--- src/common/ufpc_pkg.sv ---
// Constants shared by the processor-side buffer port control block.
// Assumes a 10 MHz AHB-Lite clock and word-aligned register slots.
package ufpc_pkg;
  localparam int ADDR_LSB = 2;
  localparam int IDX_W = 12;
  localparam logic [11:0] IDX_CTRL = 12'h042;
  localparam logic [11:0] IDX_CFG = 12'h048;
  localparam logic [11:0] IDX_MPS = 12'h049;
  localparam logic [11:0] IDX_CMD = 12'h04a;
  localparam logic [11:0] IDX_ISTAT = 12'h04c;
  localparam logic [11:0] IDX_IMASK = 12'h04d;
  localparam int CTRL_DLY = 14;
  localparam int CTRL_VAL = 13;
  localparam int CTRL_CLR = 12;
  localparam int CTRL_NRDY = 11;
  localparam int CNT_W = 11;
  localparam logic [15:0] CTRL_RESET = 16'h0800;
  localparam int CFG_DIR = 0;
  localparam int CFG_DBL = 1;
  localparam int CFG_BYTE8 = 2;
  localparam int CFG_READ_COUNT_MODE = 3;
  localparam int CFG_W = 4;
  localparam logic [3:0] CFG_RESET = 4'h0;
  localparam logic [10:0] MPS_RESET = 11'h040;
  localparam int CMD_TGL = 0;
  localparam int CMD_SIE_SIDE_CLEAR = 1;
  localparam int CMD_ALL_CLEAR = 2;
  localparam int CMD_RESEL = 3;
  localparam int IRQ_RXRDY = 0;
  localparam int IRQ_TXDONE = 1;
  localparam int IRQ_TXSTART = 2;
  localparam int IRQ_W = 3;
  localparam int CLK_PERIOD_NS = 100;
  localparam int READY_TIME_NS = 200;
  localparam int READY_CYCLES_I = (READY_TIME_NS + CLK_PERIOD_NS - 1) / CLK_PERIOD_NS;
  localparam logic [3:0] READY_CYCLES = READY_CYCLES_I[3:0];
  typedef enum logic [2:0] {
    ISO_OFF = 3'b001,
    ISO_WAIT_SOF = 3'b010,
    ISO_ARMED = 3'b100
  } ufpc_iso_e;
endpackage

--- src/ufpc_port_ctrl.sv ---
// Control and status logic of the processor-side buffer port of a USB controller.
// Assumes SIE events and data-register strobes come from logic on hclk,
// and that this is the only slave on its AHB-Lite segment.
`timescale 1ns/10ps
module ufpc_port_ctrl (
  input wire logic hclk,
  input wire logic hresetn,
  input wire logic hsel,
  input wire logic [31:0] haddr,
  input wire logic [1:0] htrans,
  input wire logic hwrite,
  input wire logic [2:0] hsize,
  input wire logic [31:0] hwdata,
  input wire logic hready,
  output logic [31:0] hrdata,
  output logic hreadyout,
  output logic hresp,
  input wire logic sie_rx_done,
  input wire logic [10:0] sie_rx_len,
  input wire logic sie_tx_done,
  input wire logic sie_sof,
  input wire logic sie_in_token,
  input wire logic cpu_data_read,
  input wire logic cpu_data_write,
  output logic data_access_en,
  output logic endpoint_buffer_ready_flag,
  output logic tx_start,
  output logic tx_zero_length,
  output logic [10:0] tx_length,
  output logic cpu_buf_clear,
  output logic cpu_buf_sel,
  output logic irq
);

  function automatic logic hit(input logic [11:0] idx, input logic [11:0] reg_idx);
    hit = (idx == reg_idx);
  endfunction

  function automatic logic [10:0] step(input logic byte8);
    step = byte8 ? 11'h001 : 11'h002;
  endfunction

  // Bus state.
  logic wr_q;
  logic rd_q;
  logic [11:0] idx_q;
  logic next_wr;
  logic next_rd;
  logic [11:0] next_idx;
  logic [31:0] next_hrdata;

  // Core state.
  logic valid;
  logic sie_full;
  logic tx_active;
  ufpc_pkg::ufpc_iso_e iso_st;
  logic [10:0] rx_total;
  logic [10:0] rx_left;
  logic [10:0] sie_len;
  logic [10:0] tx_bytes;
  logic [10:0] cpu_len;
  logic [3:0] rdy_cnt;
  logic [3:0] cfg;
  logic [10:0] mps;
  logic [2:0] istat;
  logic [2:0] imask;

  logic next_valid;
  logic next_sie_full;
  logic next_tx_active;
  ufpc_pkg::ufpc_iso_e next_iso_st;
  logic [10:0] next_rx_total;
  logic [10:0] next_rx_left;
  logic [10:0] next_sie_len;
  logic [10:0] next_tx_bytes;
  logic [10:0] next_cpu_len;
  logic [3:0] next_rdy_cnt;
  logic [3:0] next_cfg;
  logic [10:0] next_mps;
  logic [2:0] next_istat;
  logic [2:0] next_imask;
  logic next_tx_start;
  logic next_tx_zero_length;
  logic [10:0] next_tx_length;
  logic next_cpu_buf_clear;
  logic next_cpu_buf_sel;

  logic nrdy;
  logic dir_in;
  logic dbl;
  logic [15:0] wdat;
  logic [10:0] cnt_view;

  assign nrdy = (rdy_cnt != 4'h0);
  assign dir_in = cfg[ufpc_pkg::CFG_DIR];
  assign dbl = cfg[ufpc_pkg::CFG_DBL];
  assign wdat = hwdata[15:0];
  assign cnt_view = cfg[ufpc_pkg::CFG_READ_COUNT_MODE] ? rx_left : rx_total;
  assign data_access_en = !nrdy;
  assign endpoint_buffer_ready_flag = valid;
  assign irq = |(istat & imask);
  assign hreadyout = !rd_q;
  assign hresp = 1'b0;

  // Address phase capture; reads take one wait state so that a write in the
  // preceding data phase is already visible in the returned word.
  always_comb begin
    next_wr = 1'b0;
    next_rd = 1'b0;
    next_idx = idx_q;
    next_hrdata = hrdata;
    if (hsel && htrans[1] && hready) begin
      next_wr = hwrite;
      next_rd = !hwrite;
      next_idx = haddr[ufpc_pkg::ADDR_LSB +: ufpc_pkg::IDX_W];
    end
    if (rd_q) begin
      next_hrdata = 32'h0000_0000;
      if (hit(idx_q, ufpc_pkg::IDX_CTRL)) begin
        next_hrdata[ufpc_pkg::CTRL_DLY] = (iso_st != ufpc_pkg::ISO_OFF);
        next_hrdata[ufpc_pkg::CTRL_VAL] = valid && !nrdy;
        next_hrdata[ufpc_pkg::CTRL_NRDY] = nrdy;
        // Buffer clear always reads zero.
        next_hrdata[ufpc_pkg::CNT_W-1:0] = nrdy ? 11'h000 : cnt_view;
      end else if (hit(idx_q, ufpc_pkg::IDX_CFG)) begin
        next_hrdata[ufpc_pkg::CFG_W-1:0] = cfg;
      end else if (hit(idx_q, ufpc_pkg::IDX_MPS)) begin
        next_hrdata[10:0] = mps;
      end else if (hit(idx_q, ufpc_pkg::IDX_ISTAT)) begin
        next_hrdata[ufpc_pkg::IRQ_W-1:0] = istat;
      end else if (hit(idx_q, ufpc_pkg::IDX_IMASK)) begin
        next_hrdata[ufpc_pkg::IRQ_W-1:0] = imask;
      end
    end
  end

  always_ff @(posedge hclk or negedge hresetn) begin
    if (!hresetn) begin
      wr_q <= 1'b0;
      rd_q <= 1'b0;
      idx_q <= 12'h000;
      hrdata <= 32'h0000_0000;
    end else begin
      wr_q <= next_wr;
      rd_q <= next_rd;
      idx_q <= next_idx;
      hrdata <= next_hrdata;
    end
  end

  // Buffer flags, counts and transmit scheduling.
  always_comb begin
    logic we_ctrl;
    logic we_cmd;
    logic w_val;
    logic w_clr;
    logic w_dly;
    logic c_tgl;
    logic c_sie_side_clear;
    logic c_all_clear;
    logic rd_ok;
    logic wr_ok;
    logic complete;
    logic swap;
    logic pend;
    logic [10:0] sum;
    logic [2:0] ev;
    logic [2:0] w1c;
    we_ctrl = wr_q && hit(idx_q, ufpc_pkg::IDX_CTRL);
    we_cmd = wr_q && hit(idx_q, ufpc_pkg::IDX_CMD);
    w_val = we_ctrl && wdat[ufpc_pkg::CTRL_VAL];
    w_clr = we_ctrl && wdat[ufpc_pkg::CTRL_CLR];
    w_dly = we_ctrl && wdat[ufpc_pkg::CTRL_DLY];
    c_tgl = we_cmd && wdat[ufpc_pkg::CMD_TGL];
    c_sie_side_clear = we_cmd && wdat[ufpc_pkg::CMD_SIE_SIDE_CLEAR];
    c_all_clear = we_cmd && wdat[ufpc_pkg::CMD_ALL_CLEAR];
    rd_ok = cpu_data_read && !nrdy && valid;
    wr_ok = cpu_data_write && !nrdy && !valid;
    complete = 1'b0;
    swap = 1'b0;
    pend = 1'b0;
    sum = 11'h000;
    w1c = 3'h0;
    ev = 3'h0;
    next_valid = valid;
    next_sie_full = sie_full;
    next_tx_active = tx_active;
    next_iso_st = iso_st;
    next_rx_total = rx_total;
    next_rx_left = rx_left;
    next_sie_len = sie_len;
    next_tx_bytes = tx_bytes;
    next_cpu_len = cpu_len;
    next_rdy_cnt = nrdy ? rdy_cnt - 4'h1 : rdy_cnt;
    next_cfg = cfg;
    next_mps = mps;
    next_imask = imask;
    next_tx_start = 1'b0;
    next_tx_zero_length = tx_zero_length;
    next_tx_length = tx_length;
    next_cpu_buf_clear = 1'b0;
    next_cpu_buf_sel = cpu_buf_sel;
    if (wr_q && hit(idx_q, ufpc_pkg::IDX_CFG)) begin
      next_cfg = wdat[ufpc_pkg::CFG_W-1:0];
    end
    if (wr_q && hit(idx_q, ufpc_pkg::IDX_MPS)) begin
      next_mps = wdat[10:0];
    end
    if (wr_q && hit(idx_q, ufpc_pkg::IDX_IMASK)) begin
      next_imask = wdat[ufpc_pkg::IRQ_W-1:0];
    end
    if (wr_q && hit(idx_q, ufpc_pkg::IDX_ISTAT)) begin
      w1c = wdat[ufpc_pkg::IRQ_W-1:0];
    end
    if (we_cmd && wdat[ufpc_pkg::CMD_RESEL]) begin
      next_rdy_cnt = ufpc_pkg::READY_CYCLES;
    end
    if (!dir_in) begin
      if (rd_ok) begin
        if (rx_left <= step(cfg[ufpc_pkg::CFG_BYTE8])) begin
          next_rx_left = 11'h000;
          next_rx_total = 11'h000;
          next_valid = 1'b0;
        end else begin
          next_rx_left = rx_left - step(cfg[ufpc_pkg::CFG_BYTE8]);
        end
      end
      if (w_clr && valid) begin
        next_cpu_buf_clear = 1'b1;
        next_valid = 1'b0;
        next_rx_left = 11'h000;
        next_rx_total = 11'h000;
      end
      if (c_all_clear) begin
        next_valid = 1'b0;
        next_sie_full = 1'b0;
        next_rx_left = 11'h000;
        next_rx_total = 11'h000;
      end
      if (sie_rx_done) begin
        if (!dbl) begin
          next_valid = 1'b1;
          next_rx_total = sie_rx_len;
          next_rx_left = sie_rx_len;
        end else begin
          next_sie_full = 1'b1;
          next_sie_len = sie_rx_len;
        end
      end
      if (c_tgl) begin
        next_valid = 1'b1;
      end
      if (dbl && next_sie_full && !next_valid) begin
        next_valid = 1'b1;
        next_rx_total = next_sie_len;
        next_rx_left = next_sie_len;
        next_sie_full = 1'b0;
        next_cpu_buf_sel = !cpu_buf_sel;
      end
    end else begin
      // A clear with valid written alongside still empties the buffer first.
      if (w_clr && (!valid || w_val || dbl)) begin
        next_cpu_buf_clear = 1'b1;
        next_tx_bytes = 11'h000;
        if (dbl) begin
          next_valid = 1'b0;
        end
      end
      if (wr_ok) begin
        sum = tx_bytes + step(cfg[ufpc_pkg::CFG_BYTE8]);
        next_tx_bytes = sum;
        complete = (sum >= mps);
      end
      if (w_val || w_dly) begin
        complete = 1'b1;
      end
      if (w_dly) begin
        next_iso_st = ufpc_pkg::ISO_WAIT_SOF;
      end
      if (complete) begin
        next_valid = 1'b1;
        next_cpu_len = next_tx_bytes;
        if (!dbl) begin
          next_tx_length = next_tx_bytes;
          next_tx_zero_length = (next_tx_bytes == 11'h000);
        end
      end
      if (sie_tx_done) begin
        next_tx_active = 1'b0;
        if (!dbl) begin
          next_valid = 1'b0;
          next_tx_bytes = 11'h000;
        end else begin
          next_sie_full = 1'b0;
        end
      end
      if (c_sie_side_clear || c_all_clear) begin
        next_valid = 1'b0;
        next_sie_full = 1'b0;
      end
      if (c_all_clear) begin
        next_tx_bytes = 11'h000;
        next_iso_st = ufpc_pkg::ISO_OFF;
      end
      swap = dbl && next_valid && !next_sie_full;
      if (swap) begin
        next_sie_full = 1'b1;
        next_valid = 1'b0;
        next_tx_bytes = 11'h000;
        next_tx_length = next_cpu_len;
        next_tx_zero_length = (next_cpu_len == 11'h000);
        next_cpu_buf_sel = !cpu_buf_sel;
      end
      pend = dbl ? sie_full : valid;
      if (sie_in_token && pend && !tx_active) begin
        if (iso_st == ufpc_pkg::ISO_OFF) begin
          next_tx_start = 1'b1;
        end else if (iso_st == ufpc_pkg::ISO_ARMED) begin
          next_tx_start = 1'b1;
          next_iso_st = ufpc_pkg::ISO_OFF;
        end
      end
      if (iso_st == ufpc_pkg::ISO_WAIT_SOF && sie_sof && !w_dly) begin
        next_iso_st = ufpc_pkg::ISO_ARMED;
      end
      if (next_tx_start) begin
        next_tx_active = 1'b1;
      end
    end
    ev[ufpc_pkg::IRQ_RXRDY] = !valid && next_valid && !dir_in;
    ev[ufpc_pkg::IRQ_TXDONE] = sie_tx_done && dir_in;
    ev[ufpc_pkg::IRQ_TXSTART] = next_tx_start;
    // A new event wins over a clear in the same cycle.
    next_istat = (istat & ~w1c) | ev;
  end

  always_ff @(posedge hclk or negedge hresetn) begin
    if (!hresetn) begin
      valid <= ufpc_pkg::CTRL_RESET[ufpc_pkg::CTRL_VAL];
      sie_full <= 1'b0;
      tx_active <= 1'b0;
      iso_st <= ufpc_pkg::ISO_OFF;
      rx_total <= 11'h000;
      rx_left <= 11'h000;
      sie_len <= 11'h000;
      tx_bytes <= 11'h000;
      cpu_len <= 11'h000;
      rdy_cnt <= ufpc_pkg::READY_CYCLES;
      cfg <= ufpc_pkg::CFG_RESET;
      mps <= ufpc_pkg::MPS_RESET;
      istat <= 3'h0;
      imask <= 3'h0;
      tx_start <= 1'b0;
      tx_zero_length <= 1'b0;
      tx_length <= 11'h000;
      cpu_buf_clear <= 1'b0;
      cpu_buf_sel <= 1'b0;
    end else begin
      valid <= next_valid;
      sie_full <= next_sie_full;
      tx_active <= next_tx_active;
      iso_st <= next_iso_st;
      rx_total <= next_rx_total;
      rx_left <= next_rx_left;
      sie_len <= next_sie_len;
      tx_bytes <= next_tx_bytes;
      cpu_len <= next_cpu_len;
      rdy_cnt <= next_rdy_cnt;
      cfg <= next_cfg;
      mps <= next_mps;
      istat <= next_istat;
      imask <= next_imask;
      tx_start <= next_tx_start;
      tx_zero_length <= next_tx_zero_length;
      tx_length <= next_tx_length;
      cpu_buf_clear <= next_cpu_buf_clear;
      cpu_buf_sel <= next_cpu_buf_sel;
    end
  end

endmodule

--- config.mk ---
export PLATFORM = sky130hd
export DESIGN_NAME = ufpc_port_ctrl
export DESIGN_NICKNAME = d
export VERILOG_FILES = /design/src/common/ufpc_pkg.sv /design/src/ufpc_port_ctrl.sv
export SDC_FILE = /design/constraint.sdc
export NUM_CORES = 1
export LEC_CHECK = 0
export BUFFER_PORTS_ARGS = -buffer_cell sky130_fd_sc_hd__buf_2
export CAP_MARGIN = 20
export CORE_ASPECT_RATIO = 0.75
export CORE_MARGIN = 3
export CORE_UTILIZATION = 30
export CTS_BUF_LIST = sky130_fd_sc_hd__clkbuf_8 sky130_fd_sc_hd__clkbuf_16
export CTS_CLUSTER_SIZE = 30
export DETAILED_ROUTE_END_ITERATION = 8
export PLACE_DENSITY = 0.46
export SLEW_MARGIN = 20
export SYNTH_ARGS = -nofsm -noshare
export SYNTH_HDL_FRONTEND = slang
export SYNTH_SLANG_ARGS = --single-unit
export TNS_END_PERCENT = 10
--- constraint.sdc ---
create_clock -name hclk -period 3.9 [get_ports hclk]
set_clock_uncertainty 0.05 [all_clocks]
set_input_delay 0.39 -clock hclk [delete_from_list [all_inputs] [get_ports hclk]]
set_output_delay 0.39 -clock hclk [all_outputs]
set_load 0.02 [all_outputs]
Word-level counts from Yosys, hierarchy flattened:

Index checks and enable logic that the tools add are counted.

* flip-flop bits (word level): 129
* latch bits: 0
* memory bits (writable): 0
* ROM bits: 0
* input port bits: 91
* output and inout bits: 52
* logic and storage cells: 202
* memories: 0

* add/subtract/negate cells: 3
* $mul: 0
* divide/modulo/power cells: 0
* $lt $le $gt $ge: 2
* equality and inequality tests: 12
* shifts and indexed selects: 0
* mux-type cells: 100
* bitwise logic cells: 4
* reductions and logical operators: 58

Operators by type and width (number)
* $mux 11: 31
* $eq 12x7->1 const B: 6
* $mux 1: 52
* $logic_and 1x1->1: 33
* $mux 3: 10
* $logic_not 11->1: 2
* $mux 4: 3
* $add 11x2->11: 1
* $ge 11x11->1: 1
* $le 11x11->1: 1
* $sub 11x11->11: 1
* $logic_not 1->1: 10
* $mux 8: 1
* $reduce_bool 2->1: 4
* $mux 7: 1
* $and 3x3->3: 2
* $logic_or 1x1->1: 4
* $mux 2: 2
* $ne 2x1->1 const B: 2
* $reduce_and 2->1: 2
* $reduce_bool 4->1: 1
* $sub 4x1->4 const B: 1
* $eq 3x1->1 const B: 1
* $eq 3x2->1 const B: 1
* 6 further kinds: 6

Longest topological paths before layout:

* depth in word-level cells: 19
* depth in mapped cells: 16
* gate-level depth less buffers: 14

Worst setup path after synthesis:

OpenSTA, ideal clock, no wires.

* kind: register -> register
* from: reg cfg[2]
* to: reg tx_length[9]
* library setup time: 128 ps
* data arrival time: 3185 ps
* required time: 3722 ps
* path slack: 537 ps
* stages on the path, launching flop included: 17
* buffers on the path: 2
* clock period less this slack: 3363 ps
* path through: dfrtp_1 -> ha_1 -> fa_1 -> and4_1 -> nand2_1 -> xor2_1 -> inv_1 -> ha_1 -> a21oi_1 -> o21ai_0 -> a22oi_1 -> o21ai_1 -> or3_1 -> buf_2 -> buf_6 -> mux2i_1 -> o21ai_0

* word-level cells in the longest chain between the ends: 15

RTL lines
* from (decl): RTL line ufpc_port_ctrl.sv:63 `logic [3:0] cfg;`
* from (signal assigned): RTL line ufpc_port_ctrl.sv:349 `cfg <= ufpc_pkg::CFG_RESET;`
* from (signal assigned): RTL line ufpc_port_ctrl.sv:369 `cfg <= next_cfg;`
* $mux 2 (*): RTL line ufpc_port_ctrl.sv:40 `step = byte8 ? 11'h001 : 11'h002;`
* $add 11x2->11 (*): RTL line ufpc_port_ctrl.sv:270 `sum = tx_bytes + step(cfg[ufpc_pkg::CFG_BYTE8]);`
* $ge 11x11->1: RTL line ufpc_port_ctrl.sv:272 `complete = (sum >= mps);`
* $mux 1: RTL line ufpc_port_ctrl.sv:269 `if (wr_ok) begin`
* $mux 1: RTL line ufpc_port_ctrl.sv:274 `if (w_val || w_dly) begin`
* $mux 1: RTL line ufpc_port_ctrl.sv:218 `if (!dir_in) begin`
* $mux 1: RTL line ufpc_port_ctrl.sv:280 `if (complete) begin`
* $mux 1: RTL line ufpc_port_ctrl.sv:290 `if (!dbl) begin`
* $mux 1: RTL line ufpc_port_ctrl.sv:288 `if (sie_tx_done) begin`
* $mux 1: RTL line ufpc_port_ctrl.sv:297 `if (c_sie_side_clear || c_all_clear) begin`
* $mux 1: RTL line ufpc_port_ctrl.sv:218
* $logic_and 1x1->1 (2 in series): RTL line ufpc_port_ctrl.sv:305 `swap = dbl && next_valid && !next_sie_full;`
* $ne 2x1->1 (no line) / $reduce_bool 2->1 (equally long branches)
* $reduce_and 3->1 (no line)
* to (signal assigned): RTL line ufpc_port_ctrl.sv:375 `tx_length <= next_tx_length;`
* to (decl): RTL line ufpc_port_ctrl.sv:29 `output logic [10:0] tx_length,`

Every way passes the cells marked *; elsewhere a longest branch is shown, timed or not. The select of a mux whose other input is x is not followed.
A chain may end at the register's enable or synchronous reset.

Worst setup path in the final report:

* from: reg tx_bytes[0]
* to: reg tx_length[5]

* word-level cells in the longest chain between the ends: 14

RTL lines
* from (decl): RTL line ufpc_port_ctrl.sv:60 `logic [10:0] tx_bytes;`
* from (signal assigned): RTL line ufpc_port_ctrl.sv:366 `tx_bytes <= next_tx_bytes;`
* $add 11x2->11 (*): RTL line ufpc_port_ctrl.sv:270
* $ge 11x11->1: RTL line ufpc_port_ctrl.sv:272
* $mux 1: RTL line ufpc_port_ctrl.sv:269
* $mux 1: RTL line ufpc_port_ctrl.sv:274
* $mux 1: RTL line ufpc_port_ctrl.sv:218
* $mux 1: RTL line ufpc_port_ctrl.sv:280
* $mux 1: RTL line ufpc_port_ctrl.sv:290
* $mux 1: RTL line ufpc_port_ctrl.sv:288
* $mux 1: RTL line ufpc_port_ctrl.sv:297
* $mux 1: RTL line ufpc_port_ctrl.sv:218
* $logic_and 1x1->1 (2 in series): RTL line ufpc_port_ctrl.sv:305
* $ne 2x1->1 (no line) / $reduce_bool 2->1 (equally long branches)
* $reduce_and 3->1 (no line)

Marks and branches as above.

==> impl_results.md <==
- Largest net degree at the start of global routing: 90
- Area grow syn2layout: 19.3%
- CP Buf/Inv Count: 2
- Worst-Margin Slew: 1.04 ns
- Drt pass-1 iters: 5
- Critical path, cell by cell: ha_1 -> fa_1 -> and4_1 -> nand2_1 -> xor2_1 -> inv_1 -> ha_1 -> a21oi_1 -> o21ai_0 -> a22oi_1 -> o21ai_2 -> or3_1 -> buf_4 -> and2_1 -> o31ai_1
- Residual DRC: 0
- FFs w/ async S/R, synth: 100%
- Number of synthesized flops with an enable pin: 0
- Commonest cells post-synth: 126 x dfrtp_1, 107 x nand2_1, 74 x nor2_1, 50 x o21ai_0, 36 x mux2_2
- Hold_buf cts: 0
- Antenna cells: 0
- Post-synth cell types: 75
- First DRT Iteration DRCs: 474
- Drt wl/cell: 18.8 um
- Simple-gate area share of the yosys netlist: 18.8%
- Count of final max-slew check failures: 0
- Critical path type: reg2reg
- Post-synth top flop: dfrtp_1
- Largest family of logic cells by synthesized area: simple AND/OR/NAND/NOR gates
- Flop2flop setup slack: 0.24 ns
- Cts bufs inserted: 17
- P_leak: 0.00397 uW
- Share of the synthesized area in the top cell type: 43.2%
- Initial antenna violation count: 1
- Max-cap check violation count: 0
- CTS max path bufs: 2
- Area of the multi-input gates: 3720 um2
- Mux contribution to synthesized area: 7.98%
- Post-Route WL: 22.6 mm
- Worst Setup End Kind: flip-flop
- Nets@finish: 975
- Gate Count Post-Synth: 778
- Slowest Stage Delay on Critical Path: 0.42 ns
- CTS H-tree depth: 4
- Critical Path Start Type: flip-flop
- Ratio of cells with drive above 1 in the final layout: 22.4%
- Synth area leader: dfrtp_1
- Min cycle time layout: 3.66 ns
- Worst path required time: 4.18 ns
- Grt ovf: 0
- Clock slew at reported path FFs: 0.06 ns
- Largest regs: hrdata: 14 flops, idx_q: 12 flops
- Number of fill cells: 2453
- Vias per cell: 5.07
- Gr usage total: 17.7%
- Most frequent cell after synthesis: dfrtp_1
- Die width: 186 um
- Fin crit share: 93.7%
- Register area share after synthesis: 44.2%
- Critical-path maximum fanout: 15
- Worst-skew pair later-pin latency: 0.43 ns
- Fin Hold WS: -0.0261 ns
- CP max-delay cell: dfrtp_1
- GPL Wtd Cong: 0.829
- Status: finished, violations left
- Sequential cell area: 3230 um2
- CTS root buffer: clkbuf_16
- Vias post-DR: 6102
- Fin. Hold Viols: 19
- VDD IR max: 0.323 mV
- FF+latch count, synth: 129
- Wire length of the first global-routing pass: 35.2 mm
- Total power: 4260 uW
- Synth Cell Area: 7300 um2
- Cell family with most CP delay: adder cells
- Ys Warns: 0
- Synth Area in XOR/XNOR: 2.16%
- Crit path top cell by count: ha_1
- Hold crit path type: in2async
- Top cells by area, synth: dfrtp_1 43%, mux2_2 5.5%, nand2_1 5.5%, nor2_1 3.8%, o21ai_0 3.4%
- CTS tree: yes
- Avg Cell Area, Syn: 9.39 um2
- RSZ-0062 raised after global routing: true
- DPL Wire Length: 16.6 mm
- I/O Buffers: 81
- Power Density: 489 nW/um2
- Die Y: 141 um
- Area share of fa/ha/maj cells after synthesis: 3.29%
- FMAX: 274 MHz
- Number of global-route vias before repair: 5800
- Max reg flops: 14
- Die area: 26300 um2
- Most flops, register: hrdata
- Complex-gate fraction of the synthesized area: 17.5%
- Post-route ant nets: 0
- Row Count: 48
- Crit path DAT: 3.94 ns
- Failing checks: hold timing
- Io pins: 143
- Clk sinks: 129
- Final number of setup-violating endpoints: 0
- Core box area: 23500 um2
- Rel. slew slack: 30.3%
- Starting density of the core: 31.1%
- Fin util: 37.1%
[area by class of cell]
cell class              count  share of cell area, %
clock inverters            12                   1.61
well taps                 325                   4.67
flip-flops and latches    129                   37.1
multi-input cells         578                   42.7
clock buffers              20                   5.36
inverters                  31                   1.34
repair buffers            109                   7.28
[stage by stage]
stage / setup WS [ns] / area [um2] / setup TNS (ns) / instances
4_1_cts: 0.187 / 8700 / 0 / 1204
3_3_place_gp: 0.303 / 8090 / 0 / 1172
2_1_floorplan: 0.537 / 7370 / 0 / 796
6_report: 0.245 / 8710 / 0 / 1204
5_1_grt: -0.0529 / 8710 / -0.172 / 1204
3_5_place_dp: 0.221 / 8090 / 0 / 1172
[final timing paths]
check | startpoint | end | cells past startpoint
worst min register to register | tx_length[9] | tx_length[9] | 2
max in group asynchronous | hresetn | tx_length[10] | 2
worst max-delay path | tx_bytes[0] | tx_length[5] | 15
worst min-delay path | hresetn | tx_length[5] | 1
worst max register to register | tx_bytes[0] | tx_length[5] | 15
min in group hclk | hwrite | rd_q | 2
[placed cells by master (no fill, tap or decap), types with 13 or more instances in the layout]
cell and instances:
dfrtp_1 126, nand2_1 107, buf_2 80, nor2_1 74, o21ai_0 50, mux2_2 36
inv_1 32, buf_4 27, a21oi_1 25, nand3_1 24, conb_1 19, clkbuf_16 17
ha_1 16, nor4_1 13
[cells by family (layout without fill, tap and decap cells)]
group | count (synthesis) | after routing
AO/OA/AOI/OAI | 186 | 186
XOR/XNOR | 18 | 18
adder cells (fa/ha/maj) | 18 | 18
buffers and inverters | 89 | 172
flip-flops | 129 | 129
multiplexers | 50 | 50
other | 1 | 19
AND/OR/NAND/NOR | 287 | 287
[worst register-to-register path: stages, from the launching register on]
cell,delay [ns]
dfrtp_1,0.42
ha_1,0.24
fa_1,0.40
and4_1,0.26
nand2_1,0.09
xor2_1,0.17
inv_1,0.09
ha_1,0.30
a21oi_1,0.13
o21ai_0,0.13
a22oi_1,0.23
o21ai_2,0.13
or3_1,0.37
buf_4,0.22
and2_1,0.18
o31ai_1,0.18
[timing repair]
item / CTS / global route
setup buffers: 0 / 0
setup endpoints to repair: 0 / 20
gates resized for setup: 0 / 4
[power breakdown]
group	total (uW)	internal (uW)	switching [uW]
Sequential	1690	1540	154
Combinational	909	376	533
Clock	1660	1050	613
[routing by layer]
layer / vias up / part of all wire, % / global-route usage [%]
met5: - / 0.031 / 0
met4: 2 / 0.88 / 3.92
met3: 13 / 6.4 / 4.00
met2: 201 / 39 / 22.6
met1: 2945 / 54 / 29.4
li1: 2941 / - / -
(Power assumes the default switching activity.)
